**config.mk**
```make
export PLATFORM = sky130hd
export DESIGN_NAME = pfrim_top
export DESIGN_NICKNAME = d
export VERILOG_FILES = /design/src/common/pfrim_pkg.sv /design/src/hw/pfrim_top.sv
export SDC_FILE = /design/constraint.sdc
export NUM_CORES = 1
export LEC_CHECK = 0
export BUFFER_PORTS_ARGS = -buffer_cell sky130_fd_sc_hd__buf_2
export CAP_MARGIN = 20
export CELL_PAD_IN_SITES_DETAIL_PLACEMENT = 0
export CELL_PAD_IN_SITES_GLOBAL_PLACEMENT = 2
export CORE_UTILIZATION = 34
export CTS_BUF_LIST = sky130_fd_sc_hd__clkbuf_8 sky130_fd_sc_hd__clkbuf_16
export DETAILED_ROUTE_END_ITERATION = 10
export GPL_TIMING_DRIVEN = 0
export PLACE_DENSITY = 0.78
export RECOVER_POWER = 100
export SYNTH_ARGS = -nofsm -noshare
export SYNTH_HDL_FRONTEND = slang
export SYNTH_SLANG_ARGS = --single-unit
```
**constraint.sdc**
```tcl
create_clock -name clk -period 5.6 [get_ports clk]
set_input_delay 0 -clock clk [delete_from_list [all_inputs] [get_ports clk]]
set_output_delay 0 -clock clk [all_outputs]
set_load 0.01 [all_outputs]
```
**src/common/pfrim_pkg.sv**
```systemverilog
`default_nettype none
package pfrim_pkg;

   // ----------------------------------------------------------------
   // Input mode codes
   // ----------------------------------------------------------------
   localparam logic [3:0] MODE_NONE = 4'h0;
   localparam logic [3:0] MODE_WAIT_REL = 4'h1;
   localparam logic [3:0] MODE_RUN_WAIT = 4'h2;
   localparam logic [3:0] MODE_REPEAT = 4'h3;
   localparam logic [3:0] MODE_DEACT = 4'h4;
   localparam logic [3:0] MODE_INS_DT = 4'h5;
   localparam logic [3:0] MODE_JUMP_WAIT = 4'h6;
   localparam logic [3:0] MODE_HALT = 4'h7;
   localparam logic [3:0] MODE_RETRIG = 4'h8;
   localparam logic [3:0] MODE_FIX_RETRIG = 4'h9;
   localparam logic [3:0] MODE_FIX_DEACT = 4'he;

   // ----------------------------------------------------------------
   // Register byte offsets
   // ----------------------------------------------------------------
   localparam logic [7:0] ADDR_CTRL = 8'h00;
   localparam logic [7:0] ADDR_CFG_A = 8'h04;
   localparam logic [7:0] ADDR_CFG_B = 8'h08;
   localparam logic [7:0] ADDR_DT0 = 8'h0c;
   localparam logic [7:0] ADDR_OT0 = 8'h10;
   localparam logic [7:0] ADDR_DT1 = 8'h14;
   localparam logic [7:0] ADDR_OT1 = 8'h18;
   localparam logic [7:0] ADDR_STATUS = 8'h1c;

   // ----------------------------------------------------------------
   // Field positions and reset values
   // ----------------------------------------------------------------
   localparam int CTRL_RUN_BIT = 0;
   localparam int CTRL_ONE_RAMP_BIT = 1;
   localparam int CFG_LEVEL_BIT = 4;
   localparam int CFG_FILTER_BIT = 5;
   localparam logic CTRL_RUN_RST = 1'b0;
   localparam logic CTRL_ONE_RAMP_RST = 1'b0;
   localparam logic [5:0] CFG_RST = 6'h00;
   localparam logic [11:0] TIME_RST = 12'h001;

   // ----------------------------------------------------------------
   // Timing counts
   // ----------------------------------------------------------------
   localparam logic [2:0] FILT_CYCLES = 3'h4;

   // ----------------------------------------------------------------
   // Sequencer states
   // ----------------------------------------------------------------
   typedef enum logic [3:0] {
      ST_IDLE  = 4'h0,
      ST_DT0   = 4'h1,
      ST_OT0   = 4'h2,
      ST_DT1   = 4'h3,
      ST_OT1   = 4'h4,
      ST_WAIT0 = 4'h5,
      ST_WAIT1 = 4'h6
   } pfrim_state_t;

endpackage
`default_nettype wire

```
**src/hw/pfrim_top.sv**
```systemverilog
// Design decisions made here: register access over AHB-Lite and the register offsets.
`timescale 1ns/1ps
`default_nettype none
module pfrim_top
   import pfrim_pkg::*;
(
   input wire logic clk, // Generator clock
   input wire logic sys_rst, // Synchronous reset, high
   input wire logic hsel, // AHB slave select
   input wire logic [31:0] haddr, // AHB address
   input wire logic [1:0] htrans, // AHB transfer type
   input wire logic hwrite, // AHB write
   input wire logic [2:0] hsize, // AHB size, words only
   input wire logic [31:0] hwdata, // AHB write data
   input wire logic hready, // AHB bus ready
   output logic hreadyout, // Always ready
   output logic hresp, // Always OKAY
   output logic [31:0] hrdata, // AHB read data
   input wire logic in_a, // Fault or retrigger input A
   input wire logic in_b, // Fault or retrigger input B
   output logic waveform_output_0, // Output 0, active in on-time 0
   output logic waveform_output_1 // Output 1, active in on-time 1
);

   // ----------------------------------------------------------------
   // Declarations
   // ----------------------------------------------------------------
   pfrim_state_t st_r, st_nxt;
   logic [11:0] cnt_r, cnt_nxt, len_nxt, cnt_ld;
   logic [11:0] dt0_r, ot0_r, dt1_r, ot1_r;
   logic [5:0] cfg_a_r, cfg_b_r;
   logic run_r, run_nxt, one_ramp_r;
   logic pend_a_r, pend_a_nxt, pend_b_r, pend_b_nxt;
   logic wsrc_r, wsrc_nxt;
   logic kill0_r, kill0_nxt, kill1_r, kill1_nxt;
   logic out0_r, out1_r;
   logic wr_en_r, rd_acc;
   logic [7:0] wr_addr_r;
   logic [31:0] hrdata_r, rd_mux;
   logic [1:0] act, edge_w;
   wire [1:0] raw_in = {in_b, in_a};
   wire [5:0] cfg_w [2];

   assign cfg_w[0] = cfg_a_r;
   assign cfg_w[1] = cfg_b_r;

   // ----------------------------------------------------------------
   // Input conditioning per input
   // ----------------------------------------------------------------
   for (genvar gi = 0; gi < 2; gi++) begin : g_in
      logic s1_r, s2_r, filt_r, act_prev_r;
      logic [2:0] fcnt_r;
      wire filt_en = cfg_w[gi][CFG_FILTER_BIT];
      wire cond = filt_en ? filt_r : s2_r;
      // Polarity: active when conditioned level equals level bit
      assign act[gi] = ~(cond ^ cfg_w[gi][CFG_LEVEL_BIT]);
      assign edge_w[gi] = act[gi] & ~act_prev_r;

      // Two-stage synchroniser, stable-for-four filter
      always_ff @(posedge clk) begin
         if (sys_rst) begin
            s1_r <= 1'b0;
            s2_r <= 1'b0;
            filt_r <= 1'b0;
            fcnt_r <= 3'h0;
            act_prev_r <= 1'b1;
         end else begin
            s1_r <= raw_in[gi];
            s2_r <= s1_r;
            act_prev_r <= act[gi];
            if (s2_r == filt_r) begin
               fcnt_r <= 3'h0;
            end else if (fcnt_r == FILT_CYCLES - 3'h1) begin
               filt_r <= s2_r;
               fcnt_r <= 3'h0;
            end else begin
               fcnt_r <= fcnt_r + 3'h1;
            end
         end
      end
   end

   // ----------------------------------------------------------------
   // Mode decode
   // ----------------------------------------------------------------
   wire [3:0] mode_a = cfg_a_r[3:0];
   wire [3:0] mode_b = cfg_b_r[3:0];
   wire own_a = (st_r == ST_DT0) || (st_r == ST_OT0);
   wire own_b = (st_r == ST_DT1) || (st_r == ST_OT1);
   wire lvl_mode_a = (mode_a == MODE_WAIT_REL) || (mode_a == MODE_RUN_WAIT) ||
                     (mode_a == MODE_REPEAT);
   wire lvl_mode_b = (mode_b == MODE_WAIT_REL) || (mode_b == MODE_RUN_WAIT) ||
                     (mode_b == MODE_REPEAT);
   wire lvl_a = lvl_mode_a && act[0] && own_a && !pend_a_r;
   wire lvl_b = lvl_mode_b && act[1] && own_b && !pend_b_r;
   wire frc = (mode_a == MODE_DEACT && act[0]) ||
              (mode_b == MODE_DEACT && act[1]);
   wire ins_a = mode_a == MODE_INS_DT && act[0];
   wire ins_b = mode_b == MODE_INS_DT && act[1];
   wire jw_a = mode_a == MODE_JUMP_WAIT && act[0];
   wire jw_b = mode_b == MODE_JUMP_WAIT && act[1];
   wire halt_evt = (mode_a == MODE_HALT && act[0]) ||
                   (mode_b == MODE_HALT && act[1]);
   wire rt_a = mode_a == MODE_RETRIG && edge_w[0] && st_r == ST_OT0;
   wire rt_b = mode_b == MODE_RETRIG && edge_w[1] && st_r == ST_OT1;
   wire fx_a = (mode_a == MODE_FIX_RETRIG || mode_a == MODE_FIX_DEACT) &&
               edge_w[0] && st_r == ST_OT0;
   wire fx_b = (mode_b == MODE_FIX_RETRIG || mode_b == MODE_FIX_DEACT) &&
               edge_w[1] && st_r == ST_OT1;
   wire timed = (st_r == ST_DT0) || (st_r == ST_OT0) ||
                (st_r == ST_DT1) || (st_r == ST_OT1);
   wire ph_end = timed && (cnt_r == 12'h000);

   // ----------------------------------------------------------------
   // Register bus decode
   // ----------------------------------------------------------------
   wire acc = hsel && hready && htrans[1];
   assign rd_acc = acc && !hwrite;
   wire wr_ctrl = wr_en_r && wr_addr_r == ADDR_CTRL;
   wire wr_cfg_a = wr_en_r && wr_addr_r == ADDR_CFG_A;
   wire wr_cfg_b = wr_en_r && wr_addr_r == ADDR_CFG_B;
   wire wr_dt0 = wr_en_r && wr_addr_r == ADDR_DT0;
   wire wr_ot0 = wr_en_r && wr_addr_r == ADDR_OT0;
   wire wr_dt1 = wr_en_r && wr_addr_r == ADDR_DT1;
   wire wr_ot1 = wr_en_r && wr_addr_r == ADDR_OT1;
   wire [7:0] ra = haddr[7:0];
   wire hi_zero = haddr[31:8] == 24'h000000;
   assign rd_mux = !hi_zero ? 32'h00000000 :
                   ra == ADDR_CTRL ? {30'h0, one_ramp_r, run_r} :
                   ra == ADDR_CFG_A ? {26'h0, cfg_a_r} :
                   ra == ADDR_CFG_B ? {26'h0, cfg_b_r} :
                   ra == ADDR_DT0 ? {20'h0, dt0_r} :
                   ra == ADDR_OT0 ? {20'h0, ot0_r} :
                   ra == ADDR_DT1 ? {20'h0, dt1_r} :
                   ra == ADDR_OT1 ? {20'h0, ot1_r} :
                   ra == ADDR_STATUS ? {23'h0, run_r, act, out1_r, out0_r, st_r} :
                   32'h00000000;
   assign hreadyout = 1'b1;
   assign hresp = 1'b0;
   assign hrdata = hrdata_r;

   // Software set of run beats a halt in the same cycle
   assign run_nxt = wr_ctrl ? hwdata[CTRL_RUN_BIT] :
                    halt_evt ? 1'b0 : run_r;

   // ----------------------------------------------------------------
   // Sequencer next state
   // ----------------------------------------------------------------
   always_comb begin
      st_nxt = st_r;
      pend_a_nxt = pend_a_r;
      pend_b_nxt = pend_b_r;
      wsrc_nxt = wsrc_r;
      if (!run_r || halt_evt) begin
         st_nxt = ST_IDLE;
         pend_a_nxt = 1'b0;
         pend_b_nxt = 1'b0;
      end else if (st_r == ST_IDLE) begin
         st_nxt = ST_DT0;
      end else if (st_r == ST_WAIT0 || st_r == ST_WAIT1) begin
         if (!act[wsrc_r]) begin
            st_nxt = (st_r == ST_WAIT0) ? ST_DT0 : ST_DT1;
         end
      end else if (lvl_a) begin
         if (mode_a == MODE_WAIT_REL) begin
            st_nxt = ST_WAIT1;
            wsrc_nxt = 1'b0;
         end else begin
            st_nxt = ST_DT1;
            pend_a_nxt = 1'b1;
         end
      end else if (lvl_b) begin
         if (mode_b == MODE_WAIT_REL) begin
            st_nxt = ST_WAIT0;
            wsrc_nxt = 1'b1;
         end else begin
            st_nxt = ST_DT0;
            pend_b_nxt = 1'b1;
         end
      end else if (jw_a || jw_b) begin
         st_nxt = own_a ? ST_WAIT1 : ST_WAIT0;
         wsrc_nxt = !jw_a;
      end else if ((ins_a || ins_b) && st_r == ST_OT0) begin
         st_nxt = ST_DT1;
      end else if ((ins_a || ins_b) && st_r == ST_OT1) begin
         st_nxt = ST_DT0;
      end else if (rt_a) begin
         st_nxt = one_ramp_r ? ST_IDLE : ST_DT1;
      end else if (rt_b) begin
         st_nxt = ST_DT0;
      end else if (ph_end) begin
         case (st_r)
            ST_DT0: begin
               if (pend_a_r && mode_a == MODE_REPEAT && act[0]) begin
                  st_nxt = ST_DT1;
               end else begin
                  st_nxt = ST_OT0;
                  pend_a_nxt = 1'b0;
               end
            end
            ST_OT0: begin
               st_nxt = ST_DT1;
               if (pend_b_r && mode_b == MODE_RUN_WAIT) begin
                  pend_b_nxt = 1'b0;
                  if (act[1]) begin
                     st_nxt = ST_WAIT1;
                     wsrc_nxt = 1'b1;
                  end
               end
            end
            ST_DT1: begin
               if (pend_b_r && mode_b == MODE_REPEAT && act[1]) begin
                  st_nxt = ST_DT0;
               end else begin
                  st_nxt = ST_OT1;
                  pend_b_nxt = 1'b0;
               end
            end
            default: begin
               st_nxt = ST_DT0;
               if (pend_a_r && mode_a == MODE_RUN_WAIT) begin
                  pend_a_nxt = 1'b0;
                  if (act[0]) begin
                     st_nxt = ST_WAIT0;
                     wsrc_nxt = 1'b0;
                  end
               end
            end
         endcase
      end
   end

   // Phase length on entry; a zero length still lasts one cycle
   assign len_nxt = (st_nxt == ST_DT0) ? dt0_r :
                    (st_nxt == ST_OT0) ? ot0_r :
                    (st_nxt == ST_DT1) ? dt1_r : ot1_r;
   assign cnt_ld = (len_nxt == 12'h000) ? 12'h000 : len_nxt - 12'h001;
   assign cnt_nxt = (st_nxt != st_r) ? cnt_ld :
                    timed ? cnt_r - 12'h001 : cnt_r;

   // Output kill: mode 9 until on-time ends, mode 14 while input active
   assign kill0_nxt = fx_a ? 1'b1 :
                      (mode_a == MODE_FIX_DEACT) ? kill0_r && act[0] :
                      kill0_r && st_nxt == ST_OT0;
   assign kill1_nxt = fx_b ? 1'b1 :
                      (mode_b == MODE_FIX_DEACT) ? kill1_r && act[1] :
                      kill1_r && st_nxt == ST_OT1;

   // ----------------------------------------------------------------
   // Sequencer and output registers
   // ----------------------------------------------------------------
   always_ff @(posedge clk) begin
      if (sys_rst) begin
         st_r <= ST_IDLE;
         cnt_r <= 12'h000;
         pend_a_r <= 1'b0;
         pend_b_r <= 1'b0;
         wsrc_r <= 1'b0;
         kill0_r <= 1'b0;
         kill1_r <= 1'b0;
         out0_r <= 1'b0;
         out1_r <= 1'b0;
      end else begin
         st_r <= st_nxt;
         cnt_r <= cnt_nxt;
         pend_a_r <= pend_a_nxt;
         pend_b_r <= pend_b_nxt;
         wsrc_r <= wsrc_nxt;
         kill0_r <= kill0_nxt;
         kill1_r <= kill1_nxt;
         out0_r <= st_nxt == ST_OT0 && !kill0_nxt && !frc;
         out1_r <= st_nxt == ST_OT1 && !kill1_nxt && !frc;
      end
   end
   assign waveform_output_0 = out0_r;
   assign waveform_output_1 = out1_r;

   // ----------------------------------------------------------------
   // Register file
   // ----------------------------------------------------------------
   always_ff @(posedge clk) begin
      if (sys_rst) begin
         run_r <= CTRL_RUN_RST;
         one_ramp_r <= CTRL_ONE_RAMP_RST;
         cfg_a_r <= CFG_RST;
         cfg_b_r <= CFG_RST;
         dt0_r <= TIME_RST;
         ot0_r <= TIME_RST;
         dt1_r <= TIME_RST;
         ot1_r <= TIME_RST;
         wr_en_r <= 1'b0;
         wr_addr_r <= 8'h00;
         hrdata_r <= 32'h00000000;
      end else begin
         run_r <= run_nxt;
         wr_en_r <= acc && hwrite && hi_zero;
         wr_addr_r <= ra;
         if (rd_acc) hrdata_r <= rd_mux;
         if (wr_ctrl) one_ramp_r <= hwdata[CTRL_ONE_RAMP_BIT];
         if (wr_cfg_a) cfg_a_r <= hwdata[5:0];
         if (wr_cfg_b) cfg_b_r <= hwdata[5:0];
         if (wr_dt0) dt0_r <= hwdata[11:0];
         if (wr_ot0) ot0_r <= hwdata[11:0];
         if (wr_dt1) dt1_r <= hwdata[11:0];
         if (wr_ot1) ot1_r <= hwdata[11:0];
      end
   end
endmodule // pfrim_top
`default_nettype wire

```
==> results of run 1 <==
[flip-flops by register name, summed over array words and instances (netlist names), 2 cells and up]
signal and count:
wr_addr_r 8, st_r 4, cfg_b_r 6, g_in.fcnt_r 6
cnt_r 12, cfg_a_r 6, dt0_r 12, g_in.s1_r 2
hrdata 12, ot0_r 12, g_in.act_prev_r 2, g_in.s2_r 2
dt1_r 12, g_in.filt_r 2, ot1_r 12
[worst min path at each step]
stage               startpoint      endpoint  slack, ps  cells after the start
floorplan            hwdata[0]      ot0_r[0]        120                      2
global placement          in_a  g_in[0].s1_r        210                      2
detailed placement        in_b  g_in[1].s1_r        210                      2
CTS                   haddr[4]  wr_addr_r[4]        100                      3
global route          haddr[4]  wr_addr_r[4]        140                      3
finish                haddr[4]  wr_addr_r[4]        110                      3
[cells by family (layout without fill, tap and decap cells)]
group	after synthesis	count (layout)	share of synthesized area (%)
simple gates	391	391	26.7
compound gates	192	192	19.6
flops	120	120	32.7
buf+inv	95	216	6.55
mux	67	67	10.1
xor+xnor	24	24	2.87
fa+ha+maj	8	8	1.36
other cells	2	23	0.102
[synthesized netlist by cell type (4+ instances only)]
library cell                 n
sky130_fd_sc_hd__a211o_1     4
sky130_fd_sc_hd__a211oi_1    5
sky130_fd_sc_hd__a21oi_1    62
sky130_fd_sc_hd__a22oi_1    11
sky130_fd_sc_hd__a31oi_1     5
sky130_fd_sc_hd__a41oi_1     4
sky130_fd_sc_hd__and2_1      4
sky130_fd_sc_hd__and3_1      7
sky130_fd_sc_hd__and3b_1     4
sky130_fd_sc_hd__buf_1       7
sky130_fd_sc_hd__buf_4      24
sky130_fd_sc_hd__buf_6       4
sky130_fd_sc_hd__clkbuf_1   37
sky130_fd_sc_hd__dfxtp_1   120
sky130_fd_sc_hd__ha_1        8
sky130_fd_sc_hd__inv_1      19
sky130_fd_sc_hd__mux2_2      6
sky130_fd_sc_hd__mux2i_1    56
sky130_fd_sc_hd__mux4_2      5
sky130_fd_sc_hd__nand2_1    87
sky130_fd_sc_hd__nand2b_1    5
sky130_fd_sc_hd__nand3_1    30
sky130_fd_sc_hd__nand4_1    14
sky130_fd_sc_hd__nand4b_1    4
sky130_fd_sc_hd__nor2_1    131
sky130_fd_sc_hd__nor2b_1    18
sky130_fd_sc_hd__nor3_1     24
sky130_fd_sc_hd__nor4_1     17
sky130_fd_sc_hd__nor4b_1     5
sky130_fd_sc_hd__o21ai_0    22
sky130_fd_sc_hd__o31ai_1     7
sky130_fd_sc_hd__o32a_1      9
sky130_fd_sc_hd__o32ai_1     4
sky130_fd_sc_hd__or2_2       7
sky130_fd_sc_hd__or3_1       9
sky130_fd_sc_hd__xnor2_1    15
sky130_fd_sc_hd__xor2_1      9
[layout make-up]
type | instances | area [um^2]
Timing Repair Buffer | 89 | 547
Inverter | 20 | 75.1
Clock buffer | 17 | 425
Multi-Input combinational cell | 704 | 4520
Sequential cell | 120 | 2400
Buffer | 75 | 398
Antenna cell | 1 | 2.50
Tap cell | 275 | 344
Clock inverter | 15 | 165
Fill cell | 2231 | 12200
[tightest hold or removal path: stages]
cell                       delay [ps]
sky130_fd_sc_hd__clkbuf_1         190
sky130_fd_sc_hd__inv_1            220
sky130_fd_sc_hd__nor2_1            70
[per-stage QoR]
step	setup TNS (ps)	hold slack, ps	total power, mW	instances	setup slack, ps
final	0	112	2.12	1316	247
after global routing	0	139	2.18	1315	65.3
after CTS	0	95.1	2.13	1313	265
after detailed placement	0	214	0.987	1258	275
after global placement	-2.98	212	0.987	1256	-2.98
after floorplan	0	124	0.938	919	1490
[report_power, final]
part,internal (mW),switching (mW)
clock,0.637,0.500
combinational,0.0485,0.0711
sequential,0.858,0.00206
[layer usage]
metal	global-route usage [%]	vias up	wire, um
li1	-	3495	-
met1	32.3	3481	12200
met2	39.5	235	12000
met3	4.68	39	1410
met4	8.32	0	664
met5	0	-	0
[timing repair]
item                                    4_1_cts  5_1_grt
hold endpoints to repair                     74        0
hold buffers                                 23        0
resized for setup                             0        3
endpoints found under the setup margin        0        6
==> impl_metrics.ini, run 1 <==
[detailed_routing]
remaining_drc_errors = 0
detail_route.wl_per_cell_um = 19.9
routed_wirelength_mm = 26.2
vias_per_cell = 5.51
drt.antenna.violating_nets = 0
detailroute.via_count = 7250
violation_count_after_the_first_detailed_routing_iteration = 641
drt_pass1_iterations = 5

[clocking]
numClockSinks = 120
root_buffer = sky130_fd_sc_hd__clkbuf_16
worstSkewPairLatency_ps = 430
clock_tree.buffer_depth = 2
clkSlewWorstSetupHoldPaths_ps = 60
post_cts.repair.setup_buffers = 0
cts-buffers-inserted = 17
cts_tree = built
htree_num_levels = 4

[setup_path]
cp-endpoint = cnt_r[10]
worst_r2r_startpoint = st_r[1]
cp.buffers_inverters = 3
r2r-end = cnt_r[10]
cp-end-kind = flip-flop
crit_path_max_incr_delay_ps = 580
crit_cells = 15
crit_slowest_cell = sky130_fd_sc_hd__or4b_4
worst-endpoint-arrival_ps = 5630
crit_path_start_kind = flip-flop
r2r_setup_slack_ps = 250
timing.critical_path.cells = clkbuf_1, or4b_4, or3b_4, o32a_1, a211o_1, o221a_2, nand2_1, clkbuf_1, nand2_2, o32ai_1, or4b_4, o31ai_4, buf_6, a2bb2oi_1, nor3_1
critPathLaunch = st_r[1]
setup.worst_path.class = reg -> reg
critPathMaxFanout = 10
family_with_the_most_delay_on_the_worst_path = simple AND/OR/NAND/NOR gates
worst-r2r-cell-count = 15
crit_required_ps = 5880

[yosys]
synth_sequential_area_ratio_pct = 32.7
syn_area_um2 = 7340
yosys_register_bits = 120
synth_async_sr_flop_share_pct = 0
syn-instance-count = 899
post-synth-top-area-fraction_pct = 32.7
synth_edf_count = 0
synth.distinct_cells = 93
synthDominantAreaCellType = sky130_fd_sc_hd__dfxtp_1
main_flop_type_after_synthesis = sky130_fd_sc_hd__dfxtp_1
syn_area_per_cell_um2 = 8.16
synth_top_cells_by_area = sky130_fd_sc_hd__dfxtp_1 (33%), sky130_fd_sc_hd__mux2i_1 (7.6%), sky130_fd_sc_hd__nor2_1 (6.7%), sky130_fd_sc_hd__nand2_1 (4.5%), sky130_fd_sc_hd__a21oi_1 (4.2%)
yosysWarningCount = 0

[sta]
timing.fmax_mhz = 187
timing.clock.skew_ps = 11.1
tightestPinTransition_ps = 1030
timing.final.crit_share_pct = 95.6
setup_violations = 0
finalCriticalPeriod_ps = 5350
rsz0062_at_grt = no
relSlewSlack_pct = 31.3
slew_violations = 0
timing_hold_violations_final = 0

[placed_design]
place.port_buffers = 62
hpwlAfterDp_mm = 19.3
gpl.final_weighted_congestion = 0.919
placement.cell_area_um2 = 8080

[floorplanning]
fp.dieH_um = 149
coreArea_um2 = 21100
floorplan.initialDensity_pct = 34.8
num_rows = 53
die_area_um2 = 22200
dieWidth_um = 149
number_of_i_o_pins = 112

[power]
static-leakage-power_nw = 3.45
power_per_cell_area_nw_per_um2 = 238
power.ir.vdd_worst_v = 0.000235

[finish]
postLayoutCoreUtil_pct = 42.1
drive_above_1_share_pct = 14.9
final_common_cell = sky130_fd_sc_hd__nor2_1
mostFrequentLayoutCells = sky130_fd_sc_hd__nor2_1 (131), sky130_fd_sc_hd__dfxtp_1 (120), sky130_fd_sc_hd__nand2_1 (87)
finish.net_count = 1111
synthToLayoutAreaGrowth_pct = 21.0
finish.instance_area_um2 = 8880

[global_route]
wire_length_of_the_first_global_routing_pass_mm = 40.8
grt_antenna_before_repair = 0
grtUsageTotal_pct = 24.4
grt_max_degree = 17
vias_in_the_first_global_route = 6988
globalRoute.totalOverflow = 0

[worst_hold_path]
hp_class = in -> reg

[run]
drv_cap = 0

[run_status]
outcome = complete, no violations
Power figures use the tool's default switching activity.
==> inputs of run 2 (changes only) <==
Settings changed: RECOVER_POWER 100 to unset.
==> run 2 against run 1 <==
Effect of this change:
- clock power about the same
- count of clock-buffer cells in the layout unchanged
- sequential power barely moved
- via count about the same
- register-to-register slack improved by 250 ps
- final cell count about the same
- critical path depth grew 2
- first-iteration DRC count decreased by 21%
- largest power group unchanged
==> impl_metrics.ini, run 2 (synthesis results as in run 1) <==
[power]
static-leakage-power_nw = 3.54
power_per_cell_area_nw_per_um2 = 237
power.ir.vdd_worst_v = 0.000235
netSwitchingFraction_pct = 27.1
power_switching_mw = 0.575
int_pwr_mw = 1.54
share_of_power_burned_in_the_clock_network_pct = 53.7
power.share.combinational_pct = 5.7
power_frac_seq_pct = 40.6

[detailed_routing]
remaining_drc_errors = 0
vias_per_cell = 5.52
detailroute.via_count = 7256
detail_route.wl_per_cell_um = 20.1
routed_wirelength_mm = 26.4
highest_layer = met4
dr_wl_met3_mm = 1.55
violation_count_after_the_first_detailed_routing_iteration = 508
drt_pass1_iterations = 6
wl_met1_mm = 12.2
met2RoutedLength_mm = 11.9
drt.antenna.violating_nets = 0

[setup_path]
crit_required_ps = 5880
setup.worst_path.class = reg -> reg
worst-r2r-cell-count = 17
r2r_setup_slack_ps = 500
worst_r2r_startpoint = cfg_b_r[5]
r2r-end = cnt_r[10]
crit_path_start_kind = flip-flop
cp-end-kind = flip-flop
critPathMaxFanout = 10
worst-endpoint-arrival_ps = 5380

[worst_hold_path]
hp_class = in -> reg
hp-start = haddr[4]
worst_hold_path.num_cells = 3
hold_path_end = wr_addr_r[4]

[finish]
finish.net_count = 1111
postLayoutCoreUtil_pct = 42.3
filler_cell_count = 2222
drive_above_1_share_pct = 17.1
mostFrequentLayoutCells = sky130_fd_sc_hd__nor2_1 (131), sky130_fd_sc_hd__dfxtp_1 (120), sky130_fd_sc_hd__nand2_1 (87)
antenna_cells = 0
synthToLayoutAreaGrowth_pct = 21.7
final_common_cell = sky130_fd_sc_hd__nor2_1

[clocking]
cts-buffers-inserted = 17
root_buffer = sky130_fd_sc_hd__clkbuf_16
clkSlewWorstSetupHoldPaths_ps = 60
clock_tree.buffer_depth = 2
worstSkewPairLatency_ps = 430
cts_tree = built
numClockSinks = 120
htree_num_levels = 4
post_cts.repair.setup_buffers = 0

[sta]
slew_violations = 0
tightestPinTransition_ps = 1020
timing.clock.skew_ps = 12.6
timing.final.crit_share_pct = 91.1
timing.fmax_mhz = 196
finalSetupTns_ps = 0
finalCriticalPeriod_ps = 5100
timing_hold_violations_final = 0
rsz0062_at_grt = no
relSlewSlack_pct = 31.7
setup_violations = 0

[global_route]
grtUsageTotal_pct = 24.4
grt_antenna_before_repair = 0
vias_in_the_first_global_route = 6988
grt_max_degree = 17
wire_length_of_the_first_global_routing_pass_mm = 40.8
globalRoute.totalOverflow = 0

[run]
drv_cap = 0

[floorplanning]
coreArea_um2 = 21100
die_area_um2 = 22200
num_rows = 53
fp.dieH_um = 149
number_of_i_o_pins = 112
dieWidth_um = 149
floorplan.initialDensity_pct = 34.8

[run_status]
outcome = complete, no violations

[placed_design]
hpwlAfterDp_mm = 19.3
gpl.final_weighted_congestion = 0.919
place.port_buffers = 62
[run 2: cell count changes in the layout (fill, tap and decap cells not counted), moves of 2 or more]
cell and change:
sky130_fd_sc_hd__buf_1 +4, sky130_fd_sc_hd__buf_2 +18, sky130_fd_sc_hd__buf_4 +2, sky130_fd_sc_hd__clkbuf_1 -24
[run 2: power groups by stage]
stage / Clock, mW / Sequential [mW] / Combinational, mW
2_1_floorplan: 0 / 0.879 / 0.0588
3_3_place_gp: 0 / 0.880 / 0.107
3_5_place_dp: 0 / 0.880 / 0.107
4_1_cts: 1.15 / 0.860 / 0.119
5_1_grt: 1.19 / 0.861 / 0.130
6_report: 1.14 / 0.861 / 0.120
[run 2: worst max-delay path by stage]
stage / start / endpoint / slack, ps
CTS: cfg_a_r[5] / cnt_r[10] / 260
floorplan: cnt_r[0] / cnt_r[1] / 1490
finish: cfg_b_r[5] / cnt_r[10] / 500
detailed placement: cfg_a_r[5] / cnt_r[10] / 270
global placement: cfg_b_r[5] / cnt_r[10] / -3
global route: cfg_b_r[5] / cnt_r[10] / 130
[run 2: worst max-delay path, stage by stage (launching register included)]
cell	delay, ps
sky130_fd_sc_hd__dfxtp_1	380
sky130_fd_sc_hd__mux2i_1	160
sky130_fd_sc_hd__xnor2_1	600
sky130_fd_sc_hd__clkbuf_1	460
sky130_fd_sc_hd__o32a_1	260
sky130_fd_sc_hd__a211o_1	180
sky130_fd_sc_hd__o221ai_2	140
sky130_fd_sc_hd__nor2_1	300
sky130_fd_sc_hd__clkbuf_1	540
sky130_fd_sc_hd__a21oi_1	180
sky130_fd_sc_hd__o31ai_2	470
sky130_fd_sc_hd__inv_1	130
sky130_fd_sc_hd__ha_1	260
sky130_fd_sc_hd__nand3_1	150
sky130_fd_sc_hd__nand4b_1	150
sky130_fd_sc_hd__xor2_1	290
sky130_fd_sc_hd__a2bb2oi_1	220
sky130_fd_sc_hd__nor3_1	70
[run 2: routing by layer]
layer  track usage [%]  up-vias
met3              4.68       42
met5                 0        -
met1              32.3     3468
met2              39.5      256
met4              8.32        0
li1                  -     3490
[run 2: cell type report]
class / count / area [um^2] / area share [%]
multi-input cells: 704 / 4540 / 50.9
clock inverters: 15 / 165 / 1.85
inverters: 20 / 75.1 / 0.841
plain buffers: 75 / 405 / 4.54
clock buffers: 17 / 425 / 4.76
flip-flops and latches: 120 / 2400 / 26.9
well taps: 275 / 344 / 3.85
repair buffers: 89 / 569 / 6.38
[run 2: through the flow]
step	hold slack (ps)	power [mW]	std cells	instance area, um^2	worst slack [ps]
3_3_place_gp	212	0.987	1256	8070	-2.98
4_1_cts	95.1	2.13	1313	8900	265
2_1_floorplan	124	0.938	919	7410	1490
6_report	112	2.12	1315	8930	500
5_1_grt	139	2.18	1315	8930	130
3_5_place_dp	214	0.987	1258	8080	275
[run 2: timing repair]
action | CTS | global route
setup endpoints to repair | 0 | 6
hold buffers | 23 | 0
hold endpoints to repair | 74 | 0
resized for setup | 0 | 3
